<file path="src/ofd_pkg.sv">
package ofd_pkg;
    // output function codes
    localparam logic [7:0] FUNC_NONE = 8'h00;
    localparam logic [7:0] FUNC_DETECT_ONE = 8'h01;
    localparam logic [7:0] FUNC_DETECT_TWO = 8'h02;
    localparam logic [7:0] FUNC_DETECT_THREE = 8'h03;
    localparam logic [7:0] FUNC_DETECT_FOUR = 8'h04;
    localparam logic [7:0] FUNC_RUN = 8'h0E;
    localparam logic [7:0] FUNC_TRIP = 8'h1D;
    // reset values of settings, frequency in 0.01 Hz units
    localparam logic [7:0] RELAY1_SEL_RST = FUNC_TRIP;
    localparam logic [7:0] RELAY2_SEL_RST = FUNC_RUN;
    localparam logic [7:0] OC_SEL_RST = FUNC_RUN;
    localparam logic [15:0] DETECT_FREQ_RST = 16'h0BB8;
    localparam logic [15:0] DETECT_BAND_RST = 16'h03E8;
    // AXI4-Lite register offsets
    localparam logic [7:0] ADDR_RELAY1_SEL = 8'h00;
    localparam logic [7:0] ADDR_RELAY2_SEL = 8'h04;
    localparam logic [7:0] ADDR_OC_SEL = 8'h08;
    localparam logic [7:0] ADDR_DETECT_FREQ = 8'h0C;
    localparam logic [7:0] ADDR_DETECT_BAND = 8'h10;
    localparam logic [7:0] ADDR_OUT_STATUS = 8'h14;
    localparam logic [1:0] RESP_OKAY = 2'b00;
    localparam logic [1:0] RESP_SLVERR = 2'b10;
endpackage : ofd_pkg

</file>
<file path="src/ofd_out_select.sv">
`timescale 1ns/100ps
// one output terminal: function select and registered level
module ofd_out_select
(
    // clock
    input wire logic ref_clk,
    input wire logic rst,
    input wire logic clkEn,
    // setting and conditions
    input wire logic [7:0] funcSel,
    input wire logic freqDetectModeOne,
    input wire logic freqDetectModeTwo,
    input wire logic freqDetectModeThree,
    input wire logic freqDetectModeFour,
    input wire logic runActive,
    input wire logic tripActive,
    // terminal
    output logic outLevel
);
    logic sel;

    always_comb
    begin
        unique case (funcSel)
            ofd_pkg::FUNC_NONE: sel = 1'b0;
            ofd_pkg::FUNC_DETECT_ONE: sel = freqDetectModeOne;
            ofd_pkg::FUNC_DETECT_TWO: sel = freqDetectModeTwo;
            ofd_pkg::FUNC_DETECT_THREE: sel = freqDetectModeThree;
            ofd_pkg::FUNC_DETECT_FOUR: sel = freqDetectModeFour;
            ofd_pkg::FUNC_RUN: sel = runActive;
            ofd_pkg::FUNC_TRIP: sel = tripActive;
            // functions not built here stay inactive
            default: sel = 1'b0;
        endcase
    end

    always_ff @(posedge ref_clk)
    begin
        if (rst)
            outLevel <= 1'b0;
        else if (clkEn)
            outLevel <= sel;
    end

    a_none_inactive: assert property (@(posedge ref_clk) disable iff (rst)
        clkEn && funcSel == ofd_pkg::FUNC_NONE |=> !outLevel)
        else $error("output active with none selected");
endmodule : ofd_out_select

</file>
<file path="src/ofd_output_function.sv">
`timescale 1ns/100ps
module ofd_output_function
#(
    parameter int FREQ_W = 16,
    parameter bit HIGH_POWER = 1'b1
)
(
    // clock and reset
    input wire logic ref_clk,
    input wire logic rst,
    input wire logic clkEn,
    // AXI4-Lite write
    input wire logic [7:0] s_axi_awaddr,
    input wire logic s_axi_awvalid,
    output logic s_axi_awready,
    input wire logic [31:0] s_axi_wdata,
    input wire logic [3:0] s_axi_wstrb,
    input wire logic s_axi_wvalid,
    output logic s_axi_wready,
    output logic [1:0] s_axi_bresp,
    output logic s_axi_bvalid,
    input wire logic s_axi_bready,
    // AXI4-Lite read
    input wire logic [7:0] s_axi_araddr,
    input wire logic s_axi_arvalid,
    output logic s_axi_arready,
    output logic [31:0] s_axi_rdata,
    output logic [1:0] s_axi_rresp,
    output logic s_axi_rvalid,
    input wire logic s_axi_rready,
    // drive state, frequencies unsigned in 0.01 Hz
    input wire logic [FREQ_W-1:0] setFreq,
    input wire logic [FREQ_W-1:0] outputFreq,
    input wire logic [FREQ_W-1:0] operFreq,
    input wire logic accelerating,
    input wire logic decelerating,
    input wire logic runCmd,
    input wire logic outVoltageOn,
    input wire logic dcBraking,
    input wire logic tripActive,
    // terminals
    output logic relay1Out,
    output logic relay2Out,
    output logic openCollectorOut
);
    if (FREQ_W < 8 || FREQ_W > 32)
    begin : g_bad_width
        $error("FREQ_W out of range");
    end

    logic [7:0] relay1Sel_r;
    logic [7:0] relay2Sel_r;
    logic [7:0] ocSel_r;
    logic [FREQ_W-1:0] detectFreq_r;
    logic [FREQ_W-1:0] detectBand_r;
    logic [7:0] awAddr_r;
    logic awHeld_r;
    logic [31:0] wData_r;
    logic [3:0] wStrb_r;
    logic wHeld_r;
    logic [FREQ_W-1:0] halfBand;
    logic [FREQ_W-1:0] diffSetOut;
    logic [FREQ_W-1:0] diffOutOper;
    logic [FREQ_W-1:0] diffSetThr;
    logic freqDetectModeOne;
    logic freqDetectModeTwo;
    logic freqDetectModeThree;
    logic freqDetectModeFour;
    logic runActive;
    logic doWrite;

    assign halfBand = detectBand_r >> 1;
    assign diffSetOut = (setFreq >= outputFreq) ? setFreq - outputFreq
                                                : outputFreq - setFreq;
    assign diffOutOper = (outputFreq >= operFreq) ? outputFreq - operFreq
                                                  : operFreq - outputFreq;
    assign diffSetThr = (setFreq >= detectFreq_r) ? setFreq - detectFreq_r
                                                  : detectFreq_r - setFreq;
    assign freqDetectModeOne = diffSetOut < halfBand;
    assign freqDetectModeTwo = (diffSetThr < halfBand)
                               && freqDetectModeOne;
    assign freqDetectModeThree = diffOutOper < halfBand;

    // signed widening keeps both sides of the decel test exact
    always_comb
    begin
        logic signed [FREQ_W+1:0] lhs;
        logic signed [FREQ_W+1:0] rhs;
        lhs = $signed({2'b00, operFreq}) - $signed({2'b00, detectFreq_r});
        rhs = $signed({2'b00, detectFreq_r}) - $signed({2'b00, halfBand});
        if (accelerating)
            freqDetectModeFour = operFreq >= detectFreq_r;
        else if (decelerating)
            freqDetectModeFour = lhs > rhs;
        else
            freqDetectModeFour = 1'b0;
    end

    assign runActive = runCmd && outVoltageOn && !dcBraking;

    // write channel: address and data taken in either order
    assign doWrite = awHeld_r && wHeld_r && !s_axi_bvalid;

    always_ff @(posedge ref_clk)
    begin
        if (rst)
        begin
            awHeld_r <= 1'b0;
            awAddr_r <= 8'h00;
        end
        else if (clkEn)
        begin
            if (s_axi_awvalid && s_axi_awready)
            begin
                awHeld_r <= 1'b1;
                awAddr_r <= s_axi_awaddr;
            end
            else if (doWrite)
                awHeld_r <= 1'b0;
        end
    end

    always_ff @(posedge ref_clk)
    begin
        if (rst)
        begin
            wHeld_r <= 1'b0;
            wData_r <= 32'h0000_0000;
            wStrb_r <= 4'h0;
        end
        else if (clkEn)
        begin
            if (s_axi_wvalid && s_axi_wready)
            begin
                wHeld_r <= 1'b1;
                wData_r <= s_axi_wdata;
                wStrb_r <= s_axi_wstrb;
            end
            else if (doWrite)
                wHeld_r <= 1'b0;
        end
    end

    always_ff @(posedge ref_clk)
    begin
        if (rst)
        begin
            s_axi_awready <= 1'b0;
            s_axi_wready <= 1'b0;
        end
        else if (clkEn)
        begin
            s_axi_awready <= !awHeld_r && !(s_axi_awvalid && s_axi_awready)
                             && !s_axi_bvalid;
            s_axi_wready <= !wHeld_r && !(s_axi_wvalid && s_axi_wready)
                            && !s_axi_bvalid;
        end
    end

    always_ff @(posedge ref_clk)
    begin
        if (rst)
        begin
            s_axi_bvalid <= 1'b0;
            s_axi_bresp <= ofd_pkg::RESP_OKAY;
        end
        else if (clkEn)
        begin
            if (doWrite)
            begin
                s_axi_bvalid <= 1'b1;
                unique case (awAddr_r)
                    ofd_pkg::ADDR_RELAY1_SEL, ofd_pkg::ADDR_OC_SEL,
                    ofd_pkg::ADDR_DETECT_FREQ, ofd_pkg::ADDR_DETECT_BAND:
                        s_axi_bresp <= ofd_pkg::RESP_OKAY;
                    ofd_pkg::ADDR_RELAY2_SEL:
                        s_axi_bresp <= HIGH_POWER ? ofd_pkg::RESP_OKAY
                                                  : ofd_pkg::RESP_SLVERR;
                    default: s_axi_bresp <= ofd_pkg::RESP_SLVERR;
                endcase
            end
            else if (s_axi_bready)
                s_axi_bvalid <= 1'b0;
        end
    end

    // settings: byte lanes 0 and 1 carry data, and the upper lanes too when FREQ_W exceeds 16
    always_ff @(posedge ref_clk)
    begin
        if (rst)
        begin
            relay1Sel_r <= ofd_pkg::RELAY1_SEL_RST;
            relay2Sel_r <= HIGH_POWER ? ofd_pkg::RELAY2_SEL_RST
                                      : ofd_pkg::FUNC_NONE;
            ocSel_r <= ofd_pkg::OC_SEL_RST;
            detectFreq_r <= FREQ_W'(ofd_pkg::DETECT_FREQ_RST);
            detectBand_r <= FREQ_W'(ofd_pkg::DETECT_BAND_RST);
        end
        else if (clkEn && doWrite)
        begin
            if (awAddr_r == ofd_pkg::ADDR_RELAY1_SEL && wStrb_r[0])
                relay1Sel_r <= wData_r[7:0];
            if (HIGH_POWER && awAddr_r == ofd_pkg::ADDR_RELAY2_SEL
                && wStrb_r[0])
                relay2Sel_r <= wData_r[7:0];
            if (awAddr_r == ofd_pkg::ADDR_OC_SEL && wStrb_r[0])
                ocSel_r <= wData_r[7:0];
            if (awAddr_r == ofd_pkg::ADDR_DETECT_FREQ && wStrb_r[0]
                && wStrb_r[1])
                detectFreq_r <= wData_r[FREQ_W-1:0];
            if (awAddr_r == ofd_pkg::ADDR_DETECT_BAND && wStrb_r[0]
                && wStrb_r[1])
                detectBand_r <= wData_r[FREQ_W-1:0];
        end
    end

    // read channel, one cycle latency
    always_ff @(posedge ref_clk)
    begin
        if (rst)
        begin
            s_axi_arready <= 1'b0;
            s_axi_rvalid <= 1'b0;
            s_axi_rdata <= 32'h0000_0000;
            s_axi_rresp <= ofd_pkg::RESP_OKAY;
        end
        else if (clkEn)
        begin
            s_axi_arready <= !s_axi_rvalid
                             && !(s_axi_arvalid && s_axi_arready);
            if (s_axi_arvalid && s_axi_arready)
            begin
                s_axi_rvalid <= 1'b1;
                s_axi_rresp <= ofd_pkg::RESP_OKAY;
                unique case (s_axi_araddr)
                    ofd_pkg::ADDR_RELAY1_SEL: s_axi_rdata <= 32'(relay1Sel_r);
                    ofd_pkg::ADDR_RELAY2_SEL:
                    begin
                        s_axi_rdata <= {24'h00_0000, relay2Sel_r};
                        if (!HIGH_POWER)
                            s_axi_rresp <= ofd_pkg::RESP_SLVERR;
                    end
                    ofd_pkg::ADDR_OC_SEL: s_axi_rdata <= 32'(ocSel_r);
                    ofd_pkg::ADDR_DETECT_FREQ:
                        s_axi_rdata <= 32'(detectFreq_r);
                    ofd_pkg::ADDR_DETECT_BAND:
                        s_axi_rdata <= 32'(detectBand_r);
                    ofd_pkg::ADDR_OUT_STATUS:
                        s_axi_rdata <= {29'h0000_0000, openCollectorOut,
                                        relay2Out, relay1Out};
                    default:
                    begin
                        s_axi_rdata <= 32'h0000_0000;
                        s_axi_rresp <= ofd_pkg::RESP_SLVERR;
                    end
                endcase
            end
            else if (s_axi_rready)
                s_axi_rvalid <= 1'b0;
        end
    end

    ofd_out_select u_relay1
    (
        .ref_clk, .rst, .clkEn, .funcSel(relay1Sel_r),
        .freqDetectModeOne, .freqDetectModeTwo,
        .freqDetectModeThree, .freqDetectModeFour,
        .runActive, .tripActive, .outLevel(relay1Out)
    );

    // low-power builds keep the second relay select at none
    ofd_out_select u_relay2
    (
        .ref_clk, .rst, .clkEn, .funcSel(relay2Sel_r),
        .freqDetectModeOne, .freqDetectModeTwo,
        .freqDetectModeThree, .freqDetectModeFour,
        .runActive, .tripActive, .outLevel(relay2Out)
    );

    ofd_out_select u_open_coll
    (
        .ref_clk, .rst, .clkEn, .funcSel(ocSel_r),
        .freqDetectModeOne, .freqDetectModeTwo,
        .freqDetectModeThree, .freqDetectModeFour,
        .runActive, .tripActive, .outLevel(openCollectorOut)
    );

    a_mode_one_out: assert property (@(posedge ref_clk) disable iff (rst)
        clkEn && relay1Sel_r == ofd_pkg::FUNC_DETECT_ONE
        |=> relay1Out == $past(diffSetOut < halfBand))
        else $error("mode one level wrong");
    a_mode_two_out: assert property (@(posedge ref_clk) disable iff (rst)
        clkEn && relay1Sel_r == ofd_pkg::FUNC_DETECT_TWO && !freqDetectModeOne
        |=> !relay1Out)
        else $error("mode two active without mode one");
    a_mode_three_out: assert property (@(posedge ref_clk) disable iff (rst)
        clkEn && ocSel_r == ofd_pkg::FUNC_DETECT_THREE
        |=> openCollectorOut == $past(diffOutOper < halfBand))
        else $error("mode three level wrong");
    a_accel_four: assert property (@(posedge ref_clk) disable iff (rst)
        clkEn && accelerating && operFreq >= detectFreq_r
        && relay1Sel_r == ofd_pkg::FUNC_DETECT_FOUR |=> relay1Out)
        else $error("mode four accel not asserted");
    a_decel_four: assert property (@(posedge ref_clk) disable iff (rst)
        clkEn && !accelerating && decelerating && detectFreq_r >= halfBand
        && relay1Sel_r == ofd_pkg::FUNC_DETECT_FOUR
        && operFreq < detectFreq_r - halfBand |=> !relay1Out)
        else $error("mode four decel asserted early");
    a_low_power: assert property (@(posedge ref_clk) disable iff (rst)
        !HIGH_POWER |-> !relay2Out)
        else $error("second relay active in low power build");
    a_run_brake: assert property (@(posedge ref_clk) disable iff (rst)
        clkEn && ocSel_r == ofd_pkg::FUNC_RUN && dcBraking
        |=> !openCollectorOut)
        else $error("run output during braking");
    a_out_registered: assert property (@(posedge ref_clk) disable iff (rst)
        !clkEn |=> $stable(relay1Out) && $stable(openCollectorOut))
        else $error("output moved while frozen");
endmodule : ofd_output_function

</file>
<file path="config.mk">
export PLATFORM = sky130hd
export DESIGN_NAME = ofd_output_function
export DESIGN_NICKNAME = d
export VERILOG_FILES = /design/src/ofd_pkg.sv /design/src/ofd_out_select.sv /design/src/ofd_output_function.sv
export SDC_FILE = /design/constraint.sdc
export NUM_CORES = 1
export LEC_CHECK = 0
export BUFFER_PORTS_ARGS = -buffer_cell sky130_fd_sc_hd__buf_4
export CAP_MARGIN = 30
export CORE_UTILIZATION = 38
export DETAILED_ROUTE_END_ITERATION = 8
export SLEW_MARGIN = 20
export SYNTH_ARGS = -nofsm -noshare
export SYNTH_HDL_FRONTEND = slang
export SYNTH_HIERARCHICAL = 1
export SYNTH_SLANG_ARGS = --single-unit
export TNS_END_PERCENT = 10
</file>
<file path="constraint.sdc">
create_clock -name ref_clk -period 4.8 [get_ports ref_clk]
set_input_delay 0.24 -clock ref_clk [delete_from_list [all_inputs] [get_ports ref_clk]]
set_output_delay 0.24 -clock ref_clk [all_outputs]
set_load 0.05 [all_outputs]
</file>
==> flow_summary.ini, run 1 <==
[outcome]
status = completed

[clock_network]
ctsHtreeMaxLevel = 3
cts_tree = yes
clk_path_buf_depth = 2
holdBufCountCts = 0
clock_latency_ps = 350
cts_buffers = 9
root_buffer = clkbuf_16
path_clk_slew_ps = 70
clkSinkCount = 110

[timing]
fin_tns_setup_ps = 0
worst_slew_pin_slew_ps = 956.4
fin_skew_ps = 9.698
finalHoldViolCount = 0
setup_viol_count_final = 0
setup_ws_ps = 90.63
fmaxAchievable_mhz = 212.3
min_period_over_period = 0.9811
drv_slew = 0
fin_crit_ps = 4709
max_slew_margin = 0.3601
rsz0062_at_grt = true

[worst_setup_path]
start_kind = flop
worst-path-max-fanout = 4
r2r-end = u_relay2/outLevel
criticalPathCategory = flop to flop
reg2reg_slack_ps = 90
setup.worst_path.end_class = flop
reg2reg_from = detectFreq_r[0]
cp.arrival_ps = 4990
cp.required_ps = 5080
reg2regPathDepth = 25

[cells_and_area]
final_common_cell = buf_4
synthToLayoutAreaGrowth_pct = 25.50
num-nets-final = 2068
final_cell_mix = buf_4, ha_1, a21oi_1
antenna_cells = 0
finish.utilization = 0.4901
finish.instance_area_sq_um = 14720
drive_gt1_frac = 0.2149

[global_routing]
grt_usage = 0.2413
antenna_found_initial = 0
grt_pass1_wl_um = 59890
grt-ovfl-total = 0
grt_pass1_vias = 11640
grt_max_degree = 73

[logic_synthesis]
yosys_warnings = 6
synth_async_sr_flop_share = 0
synth_compound_area_frac = 0.2543
synth_edf_count = 0
synth-simple-area-share = 0.1722
synth_top_flop_cell = dfxtp_1
synth_top_family_by_area = compound AO/OA/AOI/OAI gates
syn_area_per_cell_sq_um = 7.767
syn-cell-area_sq_um = 11730
synth_xor_area_frac = 0.05003
synthMuxAreaShare = 0.05174
synth_fa_ha_area_frac = 0.2089
syn_inst = 1510
ys_seq_area_frac = 0.1878
synth_cell_types = 77
ys_ff_latch = 110

[detailed_routing]
drc = 0
drtAntennaViolNets = 0
wirelength_um = 37880
vias_per_cell = 5.477
dr.pass1.iters = 6
drt_iter0_drc = 800
vias = 11820
wl_per_cell_um = 17.55

[placement]
placed_area_sq_um = 14220
place_congestion = 0.9294
place_hpwl_um = 31910
dpl_worst_slack_ps = -592.9
portBuffers = 121

[die]
die_area_sq_um = 31570
die-width_um = 177.7
start_util = 0.3905
core.rowCount = 63
core_sq_um = 30030
die_h_um = 177.7
io_pins = 158

[pwr]
max-vdd-ir-drop_mv = 0.2476
p_leak_nw = 6.714
powerDensity_nw_per_um2 = 193.3

[hold_path]
min-delay-start = s_axi_wdata[6]
hold_path_class = primary input to flop
min_path_cells = 3
holdPathEnd = wData_r[6]

[job]
drv_cap = 0
sequential cells by signal (all words and copies together), names as in the netlist, 2 cells and up:
| register | count |
|---|---|
| s_axi_rdata | 16 |
| ocSel_r | 8 |
| detectFreq_r | 16 |
| awAddr_r | 8 |
| relay1Sel_r | 8 |
| wData_r | 16 |
| wStrb_r | 2 |
| detectBand_r | 16 |
| relay2Sel_r | 8 |
layer usage:
layer	vias to the layer above	track usage	share of wire	wire, um
li1	5885	-	-	-
met1	5553	0.3133	0.46	17250
met2	334	0.4222	0.47	17980
met3	48	0.02121	0.045	1709
met4	0	0.06873	0.025	947
met5	-	0	0	0
Yosys cell counts (all sizes together), types with 6 or more instances:
cell     number  area [sq um]
a211oi       19         142.6
o21a         14         105.1
a311oi        6         52.55
xor2         22         192.7
fa            8         160.2
nor2b        33         206.5
a211o        25         219.0
and2          7         43.79
mux2i        46         460.4
inv         123         461.7
nor2        137         514.2
o31ai         9         67.56
nand2       119         446.7
nand4        14         87.58
ha          183          2290
nor3         26         135.1
a21oi       161         805.8
a21o         36         270.3
nand2b       11         68.82
a2111oi       8         90.09
clkbuf       40         150.1
a21boi        6         45.05
dfxtp       110          2202
o21bai       20         150.1
o21ai        64         320.3
buf          43         261.5
nand4b        6         52.55
and3          8         50.05
a31oi        11         68.82
mux2         13         146.4
xnor2        45         394.1
nand3        26         130.1
a22oi        20         150.1
power by group:
part	switching [W]	leakage, nW	internal [W]	total (W)
logic	0.000653	5.69	0.000562	0.00121
clock network	0.000336	0.135	0.000358	0.000695
registers	0.0000126	0.890	0.000923	0.000936
total	0.00100	6.71	0.00184	0.00285
how the worst max path moves through the flow:
stage | startpoint | to | slack (ps) | cells past startpoint
detailed placement | setFreq[0] | u_relay1/outLevel | -590 | 24
global route | detectFreq_r[0] | u_open_coll/outLevel | -190 | 26
CTS | detectFreq_r[0] | u_relay2/outLevel | 2 | 26
floorplan | setFreq[0] | u_relay2/outLevel | 80 | 26
global placement | setFreq[0] | u_relay2/outLevel | -430 | 25
finish | detectFreq_r[0] | u_relay2/outLevel | 90 | 25
final cells by class:
class,instances,area (sq um)
multi-input combinational,1210,8950
timing repair buffer,308,2340
clock buffer,11,232.7
inverter,124,465.4
sequential,110,2203
tap,390,488.0
clock inverter,5,40.04
fill,3024,15310
worst max-delay path, cell delays in order, from the launching register on:
cell	delay [ps]
dfxtp_2	350
ha_1	140
inv_1	60
fa_2	340
a21o_1	190
a211oi_2	220
o21ai_2	90
nor3_2	210
buf_4	150
a21oi_4	70
mux2_2	260
o21ai_1	70
a221oi_2	280
xnor2_1	130
ha_1	310
a21o_1	180
a21oi_1	150
nor2b_1	60
o21ai_1	120
o311ai_1	110
o211ai_1	110
and4b_2	350
nor2_1	90
o311ai_2	240
nand4b_1	160
a31oi_1	180
timing repair:
item,in CTS,in global routing
resized for setup,14,37
endpoints found under the setup margin,3,3
buffers inserted,0,2
hold endpoints to repair,0,0
pin swaps,4,20
per-stage QoR:
stage | hold slack [ps] | instances | total power (W)
final | 134.8 | 2158 | 0.002845
after global routing | 137.9 | 2158 | 0.003023
after CTS | 121.3 | 2156 | 0.002837
after detailed placement | 444.8 | 2140 | 0.002123
after global placement | 443.4 | 2138 | 0.002112
after floorplan | 339.4 | 1527 | 0.001676
logic make-up (layout without fill, tap and decap cells):
logic type      Yosys count  in the layout
flops                   110            110
buf+inv                 207            448
mux                      59             59
other cells               1             18
compound gates          453            453
simple gates            422            422
xor+xnor                 67             67
fa+ha+maj               191            191
(Power assumes the default switching activity.)
==> run 2, diff against run 1 <==
--- a/config.mk
+++ b/config.mk
@@ -7,8 +7,11 @@
 export LEC_CHECK = 0
 export BUFFER_PORTS_ARGS = -buffer_cell sky130_fd_sc_hd__buf_4
 export CAP_MARGIN = 30
+export CELL_PAD_IN_SITES_DETAIL_PLACEMENT = 1
+export CELL_PAD_IN_SITES_GLOBAL_PLACEMENT = 1
 export CORE_UTILIZATION = 38
 export DETAILED_ROUTE_END_ITERATION = 8
+export PLACE_DENSITY_LB_ADDON = 0.1
 export SLEW_MARGIN = 20
 export SYNTH_ARGS = -nofsm -noshare
 export SYNTH_HDL_FRONTEND = slang
==> flow_summary.ini, run 2 (synthesis gave the netlist of run 1 again) <==
[die]
io_pins = 158
core_sq_um = 30030
die-width_um = 177.7
die_h_um = 177.7
start_util = 0.3905
die_area_sq_um = 31570
core.rowCount = 63

[detailed_routing]
drt_iter0_drc = 557
drc = 0
wl_per_cell_um = 19.70
wirelength_um = 43150
vias = 12040
dr.pass1.iters = 4
vias_per_cell = 5.497
drtAntennaViolNets = 0

[pwr]
powerDensity_nw_per_um2 = 194.9
switching_power_w = 0.001043
p_total_w = 0.002937
switching_share = 0.3551
internal_power_w = 0.001894
max-vdd-ir-drop_mv = 0.1955
p_leak_nw = 6.890
p_clk_frac = 0.242
seqPwrFrac = 0.319
pwr-share-comb = 0.439

[cells_and_area]
synthToLayoutAreaGrowth_pct = 28.47
num-nets-final = 2101
antenna_cells = 0
final_cells = 2191
drive_gt1_frac = 0.2410
num-fill-cells = 3763
final_cell_mix = buf_4, ha_1, a21oi_1
final_common_cell = buf_4

[global_routing]
grt_usage = 0.2762
grt_util_met3 = 0.01907
top_usage_layer = met2
met2_usage = 0.5186
grt_use_met1 = 0.3280
grt_pass1_wl_um = 67810
grt-ovfl-total = 0
grt_pass1_vias = 12700
grt_max_degree = 64
antenna_found_initial = 0

[timing]
fin_crit_ps = 4825
worst_slew_pin_slew_ps = 807.4
finalHoldViolCount = 0
rsz0062_at_grt = true
min_period_over_period = 1.005
drv_slew = 0
setup_viol_count_final = 1
fmaxAchievable_mhz = 207.3
whs_ps = 136.6
fin_tns_setup_ps = -24.94
setup_ws_ps = -24.94
fin_skew_ps = 6.828
max_slew_margin = 0.4602

[clock_network]
ctsHtreeMaxLevel = 3
clk_path_buf_depth = 2
holdBufCountCts = 0
clkSinkCount = 110
cts_buffers = 9
root_buffer = clkbuf_16
path_clk_slew_ps = 70
cts_tree = yes
clock_latency_ps = 350

[worst_setup_path]
cp.arrival_ps = 5100
reg2reg_slack_ps = -20
criticalPathCategory = primary input to flop
reg2reg_from = detectFreq_r[0]
startpoint = outputFreq[3]
r2r-end = u_relay2/outLevel
worst-path-max-fanout = 6
crit_path_end = u_relay2/outLevel
cp.required_ps = 5080
setup.worst_path.end_class = flop
start_kind = primary input
reg2regPathDepth = 24

[placement]
place_congestion = 0.9402
place_hpwl_um = 36420
dp.cells = 2170
portBuffers = 121

[job]
drv_cap = 0

[hold_path]
hold_path_class = primary input to flop

[outcome]
status = finished, violations left
failed_checks = negative setup slack
run 2: cell types whose count changed in the layout (fill, tap and decap cells not counted), moves of 2 or more:
cell and delta:
a211oi_2 +2, buf_4 +34, inv_6 -3, xnor2_2 +2, a21oi_2 +8, xnor2_1 -2
o21ai_1 -4, a21oi_1 -7, o21ai_2 +4, clkbuf_8 +2, inv_1 -2, a211oi_1 -2
nand3_1 -2, nand3_2 +2
run 2: area by class of cell:
class	instances	area (sq um)	share of cell area
multi-input cells	1210	9059	0.6012
inverters	124	469.2	0.03114
clock inverters	3	18.77	0.001246
clock buffers	13	260.3	0.01727
flip-flops and latches	110	2206	0.1464
well taps	390	488.0	0.03238
repair buffers	341	2567	0.1704
run 2: how the worst min path moves through the flow:
stage | from | to | slack (ps) | cells after the start
finish | s_axi_wdata[8] | wData_r[8] | 140 | 3
detailed placement | awAddr_r[5] | awAddr_r[5] | 450 | 2
global route | s_axi_wdata[3] | wData_r[3] | 140 | 3
CTS | s_axi_wdata[8] | wData_r[8] | 130 | 3
global placement | awAddr_r[1] | awAddr_r[1] | 440 | 2
floorplan | clkEn | u_open_coll/outLevel | 340 | 1
run 2: stage by stage:
stage	area (sq um)	worst slack, ps	util
2_1_floorplan	11790	80.87	-
3_3_place_gp	14400	-394.1	0.4795
3_5_place_dp	14420	-587.6	0.4803
4_1_cts	14830	0.4570	0.4937
5_1_grt	15070	-202.5	0.5017
6_report	15070	-24.94	0.5017
run 2: power by group through the flow:
stage | Clock, W | Combinational (W) | Sequential (W)
floorplan | 0 | 0.000704 | 0.000971
global placement | 0 | 0.00119 | 0.000957
detailed placement | 0 | 0.00122 | 0.000957
CTS | 0.000732 | 0.00125 | 0.000936
global route | 0.000768 | 0.00140 | 0.000937
finish | 0.000712 | 0.00129 | 0.000935
run 2: per-layer routing:
layer / up-vias / wire length [um]
met1: 5832 / 18710
met3: 58 / 1112
met2: 210 / 21900
li1: 5943 / -
met4: 0 / 1436
met5: - / 0
run 2: worst max-delay path, stage by stage:
cell and delay [ps]:
buf_4 130, buf_4 130, ha_1 340, a21oi_1 350, a31oi_4 160, o2111ai_2 230
a31o_4 240, mux2_1 340, a21oi_2 170, o31ai_2 90, xnor2_1 200, ha_1 280
a21o_1 170, a21oi_1 160, nor2_1 80, a2111oi_2 210, nor2_1 110, a2111oi_4 400
and4b_2 380, nor2_2 50, o311ai_1 280, nand4b_1 160, a31oi_1 190
run 2: repair_timing:
item,4_1_cts,5_1_grt
pin swaps,8,41
hold endpoints to repair,0,0
resized for setup,28,48
setup endpoints to repair,3,3
setup buffers,0,5
